## config.mk

```make
export PLATFORM = sky130hd
export DESIGN_NAME = hpsc_slot_regs
export DESIGN_NICKNAME = d
export VERILOG_FILES = /design/src/hpsc_pkg.sv /design/src/hpsc_sync.sv /design/src/hpsc_msg.sv /design/src/hpsc_slot_regs.sv
export VERILOG_INCLUDE_DIRS = /design/src
export SDC_FILE = /design/constraint.sdc
export NUM_CORES = 1
export LEC_CHECK = 0
export ABC_AREA = 1
export BUFFER_PORTS_ARGS = -buffer_cell sky130_fd_sc_hd__buf_2
export CORE_MARGIN = 3
export CORE_UTILIZATION = 40
export DETAILED_ROUTE_END_ITERATION = 10
export GPL_TIMING_DRIVEN = 0
export PLACE_DENSITY_LB_ADDON = 0.1
export SLEW_MARGIN = 15
export SYNTH_ARGS = -nofsm -noshare
export SYNTH_HDL_FRONTEND = slang
export SYNTH_SLANG_ARGS = --single-unit
```

## constraint.sdc

```tcl
create_clock -name REF_CLK -period 2.6 [get_ports REF_CLK]
set_input_delay 0.39 -clock REF_CLK [delete_from_list [all_inputs] [get_ports REF_CLK]]
set_output_delay 0.39 -clock REF_CLK [all_outputs]
set_load 0.02 [all_outputs]
```

## src/hpsc_regs.svh

```systemverilog
`ifndef HPSC_REGS_SVH
`define HPSC_REGS_SVH

// ----------------------------------------
// register byte addresses
// ----------------------------------------
`define HPSC_ADDR_LINK_STS 12'h0d0
`define HPSC_ADDR_SLOT_CAP 12'h0d4
`define HPSC_ADDR_SLOT_CTL 12'h0d8

// ----------------------------------------
// slot capability fields
// ----------------------------------------
`define HPSC_CAP_ATTN_BTN 0
`define HPSC_CAP_PWR_CTLR 1
`define HPSC_CAP_ATTN_IND 3
`define HPSC_CAP_PWR_IND 4
`define HPSC_CAP_SURPRISE 5
`define HPSC_CAP_HP_CAPABLE 6
`define HPSC_CAP_PLV_LO 7
`define HPSC_CAP_PLV_HI 14
`define HPSC_CAP_PLS_LO 15
`define HPSC_CAP_PLS_HI 16
`define HPSC_CAP_PSN_LO 19
`define HPSC_CAP_PSN_HI 31
`define HPSC_CAP_RST 32'h0000_0000
`define HPSC_CAP_LOAD_MASK 32'hfff9_fffb
`define HPSC_CAP_RW_MASK 32'h0001_ff80

// ----------------------------------------
// slot control fields
// ----------------------------------------
`define HPSC_CTL_ABP_EN 0
`define HPSC_CTL_PFD_EN 1
`define HPSC_CTL_PDC_EN 3
`define HPSC_CTL_CC_EN 4
`define HPSC_CTL_HPI_EN 5
`define HPSC_CTL_AIC_LO 6
`define HPSC_CTL_AIC_HI 7
`define HPSC_CTL_PIC_LO 8
`define HPSC_CTL_PIC_HI 9
`define HPSC_CTL_PWR_OFF 10
`define HPSC_CTL_DLL_EN 12
`define HPSC_CTL_RST 16'h03c0
`define HPSC_CTL_WR_MASK 16'h17fb

// ----------------------------------------
// slot status and link status fields
// ----------------------------------------
`define HPSC_STS_ABP 16
`define HPSC_STS_PFD 17
`define HPSC_STS_PDC 19
`define HPSC_STS_CC 20
`define HPSC_STS_DLL 24
`define HPSC_LNK_ACTIVE 29
`define HPSC_LANE_STS_LO 2
`define HPSC_LANE_STS_HI 3

`endif

```

## src/hpsc_pkg.sv

```systemverilog
package hpsc_pkg;
	// ----------------------------------------
	// indicator encodings
	// ----------------------------------------
	typedef enum logic [1:0] {
		HPSC_IND_RSVD = 2'b00,
		HPSC_IND_ON = 2'b01,
		HPSC_IND_BLINK = 2'b10,
		HPSC_IND_OFF = 2'b11
	} hpsc_ind_t;
endpackage : hpsc_pkg

```

## src/hpsc_sync.sv

```systemverilog
`timescale 1ns/10ps
module hpsc_sync (
	input wire logic clk,
	input wire logic rst,
	input wire logic d,
	output logic q
);
	logic stage1_reg;

	// first stage feeds only the second
	always_ff @(posedge clk) begin
		if (rst) begin
			stage1_reg <= 1'b0;
			q <= 1'b0;
		end else begin
			stage1_reg <= d;
			q <= stage1_reg;
		end
	end
endmodule : hpsc_sync

```

## src/hpsc_msg.sv

```systemverilog
`timescale 1ns/10ps
module hpsc_msg (
	input wire logic clk,
	input wire logic rst,
	input wire logic plim_wr,
	input wire logic attn_wr,
	input wire logic pwr_wr,
	input wire hpsc_pkg::hpsc_ind_t attn_val,
	input wire hpsc_pkg::hpsc_ind_t pwr_val,
	output logic plim_msg,
	output logic attn_msg,
	output hpsc_pkg::hpsc_ind_t attn_code,
	output logic pwr_msg,
	output hpsc_pkg::hpsc_ind_t pwr_code
);
	// ----------------------------------------
	// message request pulses
	// ----------------------------------------
	always_ff @(posedge clk) begin
		if (rst) begin
			plim_msg <= 1'b0;
			attn_msg <= 1'b0;
			pwr_msg <= 1'b0;
		end else begin
			plim_msg <= plim_wr;
			attn_msg <= attn_wr;
			pwr_msg <= pwr_wr;
		end
	end

	// codes stand until the next message of that kind
	always_ff @(posedge clk) begin
		if (rst) begin
			attn_code <= hpsc_pkg::HPSC_IND_OFF;
			pwr_code <= hpsc_pkg::HPSC_IND_OFF;
		end else begin
			if (attn_wr) begin
				attn_code <= attn_val;
			end
			if (pwr_wr) begin
				pwr_code <= pwr_val;
			end
		end
	end
endmodule : hpsc_msg

```

## src/hpsc_slot_regs.sv

```systemverilog
// Function
// - slot capability and control exist on downstream ports only.
// - read-only flags for button, power controller and both indicators.
// - read-only flag: card may be pulled without notice.
// - read-only flag: slot is hot-plug capable.
// - capability fields reset to zero, overridable by loaded defaults.
// - writable power limit value, bits 14:7; writes send power limit message.
// - writable power limit scale, bits 16:15; writes send power limit message.
// - read-only physical slot number, bits 31:19, loadable.
// - control bit 0 enables button press interrupt or wake.
// - control bit 1 enables power fault interrupt or wake.
// - control bit 3 enables presence change interrupt or wake.
// - control bit 4 enables command completed interrupt, never wake.
// - control bit 5 gates all hot-plug interrupts.
// - attention indicator bits 7:6, reset off; writes send message.
// - power indicator bits 9:8, reset off; writes send message.
// - control bit 10 requests slot power off when set.
// - control bit 12 enables link state change notification.
// - link state changed flag sets on change, cleared by writing one.
// - link active reads one while link layer is active.
`include "hpsc_regs.svh"
`timescale 1ns/10ps
module hpsc_slot_regs (
	input wire logic REF_CLK,
	input wire logic RESET,
	input wire logic PSEL,
	input wire logic PENABLE,
	input wire logic PWRITE,
	input wire logic [11:0] PADDR,
	input wire logic [31:0] PWDATA,
	input wire logic [3:0] PSTRB,
	output logic [31:0] PRDATA,
	output logic PREADY,
	output logic PSLVERR,
	input wire logic DOWNSTREAM_STRAP,
	input wire logic LOAD_VALID,
	input wire logic [31:0] LOAD_CAP,
	input wire logic LINK_ACTIVE_STATE,
	input wire logic EV_ATTN_PRESSED,
	input wire logic EV_POWER_FAULT,
	input wire logic EV_PRESENCE_CHG,
	input wire logic EV_CMD_DONE,
	output logic HP_INT,
	output logic WAKE_REQ,
	output logic [1:0] ATTN_IND,
	output logic [1:0] PWR_IND,
	output logic SLOT_PWR_OFF,
	output logic MSG_PWR_LIMIT,
	output logic MSG_ATTN_IND,
	output hpsc_pkg::hpsc_ind_t MSG_ATTN_CODE,
	output logic MSG_PWR_IND,
	output hpsc_pkg::hpsc_ind_t MSG_PWR_CODE
);
	logic ds;
	logic pready_reg;
	logic [31:0] prdata_reg;
	logic pslverr_reg;
	logic [31:0] cap_reg;
	logic [31:0] cap_next;
	logic [15:0] ctl_reg;
	logic [15:0] ctl_next;
	logic sts_abp_reg;
	logic sts_pfd_reg;
	logic sts_pdc_reg;
	logic sts_cc_reg;
	logic sts_dll_reg;
	logic link_prev_reg;
	logic hp_int_reg;
	logic wake_reg;
	logic [31:0] bmask;
	logic [31:0] rdata;
	logic [31:0] sts_word;
	logic setup;
	logic acc_wr;
	logic wr_cap;
	logic wr_ctl;
	logic wr_sts;
	logic plim_wr;
	logic attn_wr;
	logic pwr_wr;
	logic clr_lo;
	logic clr_hi;
	logic hit;

	// ----------------------------------------
	// port direction strap
	// ----------------------------------------
	// strap is a pin, so it is synchronised before use
	hpsc_sync u_strap (
		.clk(REF_CLK),
		.rst(RESET),
		.d(DOWNSTREAM_STRAP),
		.q(ds)
	);

	// ----------------------------------------
	// apb slave
	// ----------------------------------------
	generate
		for (genvar i = 0; i < 4; i++) begin : g_lane
			assign bmask[8*i+7:8*i] = {8{PSTRB[i]}};
		end
	endgenerate

	assign setup = PSEL && !PENABLE;
	assign acc_wr = PSEL && PENABLE && pready_reg && PWRITE;
	assign hit = (PADDR == `HPSC_ADDR_LINK_STS) ||
		(PADDR == `HPSC_ADDR_SLOT_CAP) ||
		(PADDR == `HPSC_ADDR_SLOT_CTL);
	// upstream: slot words read zero, writes dropped
	assign wr_cap = acc_wr && ds && (PADDR == `HPSC_ADDR_SLOT_CAP);
	assign wr_ctl = acc_wr && ds && (PADDR == `HPSC_ADDR_SLOT_CTL);
	assign wr_sts = wr_ctl;

	// one wait-free access phase: ready rises after setup
	always_ff @(posedge REF_CLK) begin
		if (RESET) begin
			pready_reg <= 1'b0;
			pslverr_reg <= 1'b0;
		end else begin
			pready_reg <= setup;
			if (setup) begin
				pslverr_reg <= !hit;
			end
		end
	end

	always_comb begin
		sts_word = 32'h0000_0000;
		sts_word[`HPSC_STS_ABP] = sts_abp_reg;
		sts_word[`HPSC_STS_PFD] = sts_pfd_reg;
		sts_word[`HPSC_STS_PDC] = sts_pdc_reg;
		sts_word[`HPSC_STS_CC] = sts_cc_reg;
		sts_word[`HPSC_STS_DLL] = sts_dll_reg;
	end

	always_comb begin
		rdata = 32'h0000_0000;
		if (PADDR == `HPSC_ADDR_LINK_STS) begin
			rdata[`HPSC_LNK_ACTIVE] = LINK_ACTIVE_STATE;
		end else if (ds && PADDR == `HPSC_ADDR_SLOT_CAP) begin
			rdata = cap_reg;
		end else if (ds && PADDR == `HPSC_ADDR_SLOT_CTL) begin
			rdata = sts_word | {16'h0000, ctl_reg};
		end
	end

	// read data stands until the next read setup cycle
	always_ff @(posedge REF_CLK) begin
		if (RESET) begin
			prdata_reg <= 32'h0000_0000;
		end else if (setup && !PWRITE) begin
			prdata_reg <= rdata;
		end
	end

	// ----------------------------------------
	// slot capability
	// ----------------------------------------
	always_comb begin
		cap_next = cap_reg;
		if (LOAD_VALID && ds) begin
			cap_next = LOAD_CAP & `HPSC_CAP_LOAD_MASK;
		end
		if (wr_cap) begin
			cap_next = (cap_next & ~(bmask & `HPSC_CAP_RW_MASK)) |
				(PWDATA & bmask & `HPSC_CAP_RW_MASK);
		end
	end

	// flags 6:0 and slot number change only by loading
	always_ff @(posedge REF_CLK) begin
		if (RESET) begin
			cap_reg <= `HPSC_CAP_RST;
		end else begin
			cap_reg <= cap_next;
		end
	end

	// any write reaching a limit byte sends the message
	assign plim_wr = wr_cap && (|(bmask & `HPSC_CAP_RW_MASK));

	// ----------------------------------------
	// slot control
	// ----------------------------------------
	always_comb begin
		ctl_next = ctl_reg;
		if (wr_ctl) begin
			ctl_next = (ctl_reg & ~(bmask[15:0] & `HPSC_CTL_WR_MASK)) |
				(PWDATA[15:0] & bmask[15:0] & `HPSC_CTL_WR_MASK);
		end
	end

	always_ff @(posedge REF_CLK) begin
		if (RESET) begin
			ctl_reg <= `HPSC_CTL_RST;
		end else begin
			ctl_reg <= ctl_next;
		end
	end

	// reserved 00b is stored and sent as written
	assign attn_wr = wr_ctl && PSTRB[0];
	assign pwr_wr = wr_ctl && PSTRB[1];

	always_ff @(posedge REF_CLK) begin
		if (RESET) begin
			ATTN_IND <= hpsc_pkg::HPSC_IND_OFF;
			PWR_IND <= hpsc_pkg::HPSC_IND_OFF;
			SLOT_PWR_OFF <= 1'b0;
		end else begin
			ATTN_IND <= ctl_next[`HPSC_CTL_AIC_HI:`HPSC_CTL_AIC_LO];
			PWR_IND <= ctl_next[`HPSC_CTL_PIC_HI:`HPSC_CTL_PIC_LO];
			SLOT_PWR_OFF <= ctl_next[`HPSC_CTL_PWR_OFF];
		end
	end

	hpsc_msg u_msg (
		.clk(REF_CLK),
		.rst(RESET),
		.plim_wr(plim_wr),
		.attn_wr(attn_wr),
		.pwr_wr(pwr_wr),
		.attn_val(hpsc_pkg::hpsc_ind_t'(
			PWDATA[`HPSC_CTL_AIC_HI:`HPSC_CTL_AIC_LO])),
		.pwr_val(hpsc_pkg::hpsc_ind_t'(
			PWDATA[`HPSC_CTL_PIC_HI:`HPSC_CTL_PIC_LO])),
		.plim_msg(MSG_PWR_LIMIT),
		.attn_msg(MSG_ATTN_IND),
		.attn_code(MSG_ATTN_CODE),
		.pwr_msg(MSG_PWR_IND),
		.pwr_code(MSG_PWR_CODE)
	);

	// ----------------------------------------
	// slot status flags
	// ----------------------------------------
	assign clr_lo = wr_sts && PSTRB[`HPSC_LANE_STS_LO];
	assign clr_hi = wr_sts && PSTRB[`HPSC_LANE_STS_HI];

	// a new event beats a clear in the same cycle
	always_ff @(posedge REF_CLK) begin
		if (RESET) begin
			sts_abp_reg <= 1'b0;
			sts_pfd_reg <= 1'b0;
			sts_pdc_reg <= 1'b0;
			sts_cc_reg <= 1'b0;
		end else begin
			sts_abp_reg <= (ds && EV_ATTN_PRESSED) ||
				(sts_abp_reg && !(clr_lo && PWDATA[`HPSC_STS_ABP]));
			sts_pfd_reg <= (ds && EV_POWER_FAULT) ||
				(sts_pfd_reg && !(clr_lo && PWDATA[`HPSC_STS_PFD]));
			sts_pdc_reg <= (ds && EV_PRESENCE_CHG) ||
				(sts_pdc_reg && !(clr_lo && PWDATA[`HPSC_STS_PDC]));
			sts_cc_reg <= (ds && EV_CMD_DONE) ||
				(sts_cc_reg && !(clr_lo && PWDATA[`HPSC_STS_CC]));
		end
	end

	always_ff @(posedge REF_CLK) begin
		if (RESET) begin
			link_prev_reg <= 1'b0;
			sts_dll_reg <= 1'b0;
		end else begin
			link_prev_reg <= LINK_ACTIVE_STATE;
			sts_dll_reg <= (ds && LINK_ACTIVE_STATE != link_prev_reg) ||
				(sts_dll_reg && !(clr_hi && PWDATA[`HPSC_STS_DLL]));
		end
	end

	// ----------------------------------------
	// interrupt and wake
	// ----------------------------------------
	always_ff @(posedge REF_CLK) begin
		if (RESET) begin
			hp_int_reg <= 1'b0;
			wake_reg <= 1'b0;
		end else begin
			hp_int_reg <= ctl_reg[`HPSC_CTL_HPI_EN] && (
				(sts_abp_reg && ctl_reg[`HPSC_CTL_ABP_EN]) ||
				(sts_pfd_reg && ctl_reg[`HPSC_CTL_PFD_EN]) ||
				(sts_pdc_reg && ctl_reg[`HPSC_CTL_PDC_EN]) ||
				(sts_cc_reg && ctl_reg[`HPSC_CTL_CC_EN]) ||
				(sts_dll_reg && ctl_reg[`HPSC_CTL_DLL_EN]));
			// command completion never wakes
			wake_reg <= ds && (
				(EV_ATTN_PRESSED && ctl_reg[`HPSC_CTL_ABP_EN]) ||
				(EV_POWER_FAULT && ctl_reg[`HPSC_CTL_PFD_EN]) ||
				(EV_PRESENCE_CHG && ctl_reg[`HPSC_CTL_PDC_EN]));
		end
	end

	// ----------------------------------------
	// outputs
	// ----------------------------------------
	assign PREADY = pready_reg;
	assign PRDATA = prdata_reg;
	assign PSLVERR = pslverr_reg;
	assign HP_INT = hp_int_reg;
	assign WAKE_REQ = wake_reg;
endmodule : hpsc_slot_regs

```

After elaboration in Yosys (flattened, before gate mapping)

Index checks and enable logic that the tools add are counted.

Flip-flop bits (word level): 104
Word-level logic and storage cells: 108
Bits of input ports: 92

Reduce and logical (&&, ||, !) cells: 63
Bitwise logic cells: 9
Multiplexer cells: 8
Eq/ne operators: 4

Operator list:

| cell                                           | number |
|---|---|
| two-way mux 32 bit                             | 3 |
| logical AND 1 bit                              | 41 |
| == test 12 x 8 -> 1 bit, second input constant | 3 |
| AND 32 bit                                     | 1 |
| NOT 17 -> 32 bit                               | 1 |
| bitwise OR 32 x 17 -> 32 bit                   | 1 |
| two-way mux 29 bit                             | 1 |
| two-way mux 25 bit                             | 1 |
| bitwise OR 25 x 16 -> 25 bit                   | 1 |
| AND 17 bit                                     | 1 |
| AND 16 bit                                     | 1 |
| NOT 13 -> 16 bit                               | 1 |
| bitwise OR 16 x 13 -> 16 bit                   | 1 |
| AND 13 bit                                     | 1 |
| logical OR 1 bit                               | 13 |
| two-way mux 11 bit                             | 1 |
| zero test 1 bit                                | 8 |
| OR reduction 3 bit                             | 1 |
| two-way mux 2 bit                              | 1 |
| two-way mux 1 bit                              | 1 |
| != test 1 bit                                  | 1 |

Logic depth before layout (Yosys ltp)

Depth after elaboration: 10
Depth in mapped cells: 11
Depth with buffers taken out: 10

By module

Synthesis repeated with hierarchy kept, for this count alone.

Cell total of the unflattened synthesis: 554
Area total of the unflattened synthesis: 3,943.8 sq um

By module, submodules not included:

| module         | cells an instance | instances | area each (sq um) |
|---|---|---|---|
| hpsc_slot_regs | 522               | 1         | 3,672.3 |
| hpsc_msg       | 26                | 1         | 216.5 |
| hpsc_sync      | 6                 | 1         | 55.1 |

Worst setup path before layout

Ideal clock, no wire load.

Kind: input-to-reg
Start: input port PADDR[11]
End: register with a tool-made name
Setup slack: 1.229 ns
Data required time: 2.477 ns
Data arrival time: 1.248 ns
Stages on the path: 9
Library setup time: 0.123 ns
Path buffers: 1
Path through: nor2_2 > nand2_2 > nor2_8 > nand2_2 > nor2_4 > nand2_1 > buf_6 > nand2_1 > nand3_1

RTL lines:

| item               | RTL line             | source |
|---|---|---|
| start: declaration | hpsc_slot_regs.sv:29 | `input wire logic [11:0] PADDR,` |

Worst setup path in the final report

Start: register u_strap.q
End: register cap_reg[8]

Word-level cells in the longest chain between the ends: 5
Elaborated cells between the ends (all ways): 7
Those cells by class: 2 x mux; 2 x bitwise; 3 x reduce/logical

Ends and longest elaborated chain:

| item                         | RTL line              | source |
|---|---|---|
| start: declaration           | hpsc_sync.sv:6        | `output logic q` |
| start signal: assignment     | hpsc_sync.sv:17       | `q <= stage1_reg;` |
| logical AND 1 bit            | hpsc_slot_regs.sv:162 | `if (LOAD_VALID && ds) begin` |
| two-way mux 32 bit           | hpsc_slot_regs.sv:162 |  |
| AND 32 bit                   | hpsc_slot_regs.sv:166 | `` cap_next = (cap_next & ~(bmask & `HPSC_CAP_RW_MASK)) \| `` |
| bitwise OR 32 x 17 -> 32 bit | hpsc_slot_regs.sv:166 |  |
| two-way mux 32 bit (*)       | hpsc_slot_regs.sv:165 | `if (wr_cap) begin` |
| end signal: assignment       | hpsc_slot_regs.sv:174 | `` cap_reg <= `HPSC_CAP_RST; `` |
| end signal: assignment       | hpsc_slot_regs.sv:176 | `cap_reg <= cap_next;` |
| end: declaration             | hpsc_slot_regs.sv:58  | `logic [31:0] cap_reg;` |

Mark *: on every way between the ends. The rest lies on a longest branch, timed or not.
A chain may end at the register's enable or synchronous reset.

==> impl_metrics.ini <==
[logic_synthesis]
seq_area_frac_synth_pct = 44.8
yosys_warnings = 0
syn_area_per_cell_um2 = 7.00
ys_ff_latch = 85
syn-cell-area_um2 = 3800
syn_inst = 542
synth_cell_type_count = 29

[grt]
grtUsageTotal_pct = 22.2
grt_max_degree = 16
grt_pass1_vias = 3631
antenna_found_initial = 0
gr-total-overflow = 0
grt_pass1_wl_um = 18000

[floorplan]
coreArea_um2 = 8980
initial_core_util_pct = 42.3
dieHeight_um = 103
dieArea_um2 = 10700
row_count = 34
dieWidth_um = 103
top_level_ports = 140

[power_and_ir_drop]
p_leak_nw = 2.27
powerDensity_nw_per_um2 = 505
vdd_drop_max_mv = 0.258
p_total_mw = 2.40

[drt]
finalWirelength_um = 11600
vias = 3971
drt_iter0_markers = 213
viasPerCell = 4.92
ant_nets = 0
drt-pass1-iter-count = 5
remaining_drc_errors = 0
wl_per_cell_um = 14.4

[setup_path]
cp.required_ps = 2850
reg2reg_slack_ps = 880
cp_max_fo = 10
cp.arrival_ps = 1970
start_kind = flip-flop
worstSetupEndpointType = flip-flop
path_class = flip-flop to flip-flop

[cts]
htree_levels = 3
cts.repair.resized = 0
cts_sinks = 85
clk_pin_slew_ps = 100
hold_buffers = 0
cts_buffer_depth = 2
clkLatencyLatePin_ps = 370
cts-buffers-inserted = 9
cts_setup_buffers = 0
cts_tree = yes
cts_root_buf = clkbuf_8

[cells_and_area]
utilization_pct = 52.8
final_net_count = 768
drive_gt1_share_pct = 26.6
final_common_cell = nand2_1
synthToLayoutAreaGrowth_pct = 24.9
design_area_um2 = 4740
layout_common_cells = 147 x nand2_1, 133 x buf_2, 85 x dfxtp_1, 82 x nor2_1
diodes = 0

[sta]
period_minus_slack_ps = 1720
grt_setup_unrepaired = no
setup_viol_count_final = 0
hold_viol = 0
whs_ps = 223
clock_skew_ps = 12.1
fin_tns_setup_ps = 0
slew_headroom_pct = 54.0
max_freq_ghz = 0.582
maxSlewViolCount = 0
worstMarginPinSlew_ps = 690
finalCritPeriodShare_pct = 66.1

[placement]
dp_hpwl_um = 9090
gp_congestion = 0.814
portBuffers = 122
placed_area_um2 = 4570

[hold_path]
hold_class = input pin to flip-flop

[run_status]
status = complete, no violations

[flow_run]
drv_cap = 0
## worst paths after layout
check / to / from / cells after the start
max: cap_reg[8]$_SDFF_PP0_ / u_strap.q$_SDFF_PP0_ / 6
min: u_strap.stage1_reg$_SDFF_PP0_ / DOWNSTREAM_STRAP / 3
max reg2reg: cap_reg[8]$_SDFF_PP0_ / u_strap.q$_SDFF_PP0_ / 6
min reg2reg: u_strap.q$_SDFF_PP0_ / u_strap.stage1_reg$_SDFF_PP0_ / 2
## cells in the mapped netlist (all sizes together)
cell	count	share of area, %
a221oi	1	0.23
a311oi	1	0.23
o211ai	1	0.20
a21oi	33	4.4
dfxtp	85	45
clkinv	2	0.23
nand2	150	15
inv	30	3.0
conb	1	0.099
buf	26	4.3
clkbuf	14	1.4
nand3	31	4.4
nor2	92	11
nand4	31	5.1
nor3	11	1.5
o21ai	33	4.4
## where the power goes
part	switching [mW]	leakage, nW	internal, mW
clock	0.504	0.0833	0.354
sequential	0.0129	0.688	1.32
combinational	0.126	1.49	0.0767
## per-layer routing
| metal | vias up | GRT usage (%) | share of wire (%) |
|---|---|---|---|
| met5 | - | 0 | 0 |
| met4 | 0 | 5.78 | 0.50 |
| met3 | 8 | 3.55 | 6.3 |
| met2 | 134 | 36.3 | 48 |
| met1 | 1814 | 30.5 | 45 |
| li1 | 2015 | - | - |
## final cells by class
class	count	area, um^2
clock inverters	6	46.3
plain buffers	40	216
inverters	32	121
multi-input cells	386	1760
repair buffers	122	611
well taps	126	158
clock buffers	10	128
flip-flops and latches	85	1700
fillers	951	4230
## worst max-delay path, stage by stage (launching register included)
cell and delay [ps]:
dfxtp_1 470, nand2_1 100, nor2_2 310, nand3_2 220
buf_2 240, nor3_1 190, nor2_1 70
## logic make-up (layout without fill, tap and decap cells)
kind of cell,Yosys count,after routing,synth area share (%)
other,1,2,0.0988
AOI/OAI and AO/OA,69,69,9.46
DFF,85,85,44.8
buffers and inverters,72,210,8.90
and+or+nand+nor,315,315,36.7
## metrics by stage
stage	std cells	worst slack, ps
floorplan	543	1230
global placement	791	772
detailed placement	791	766
CTS	807	897
global route	807	698
finish	807	883
No activity file was read; power rests on OpenSTA's default activity.
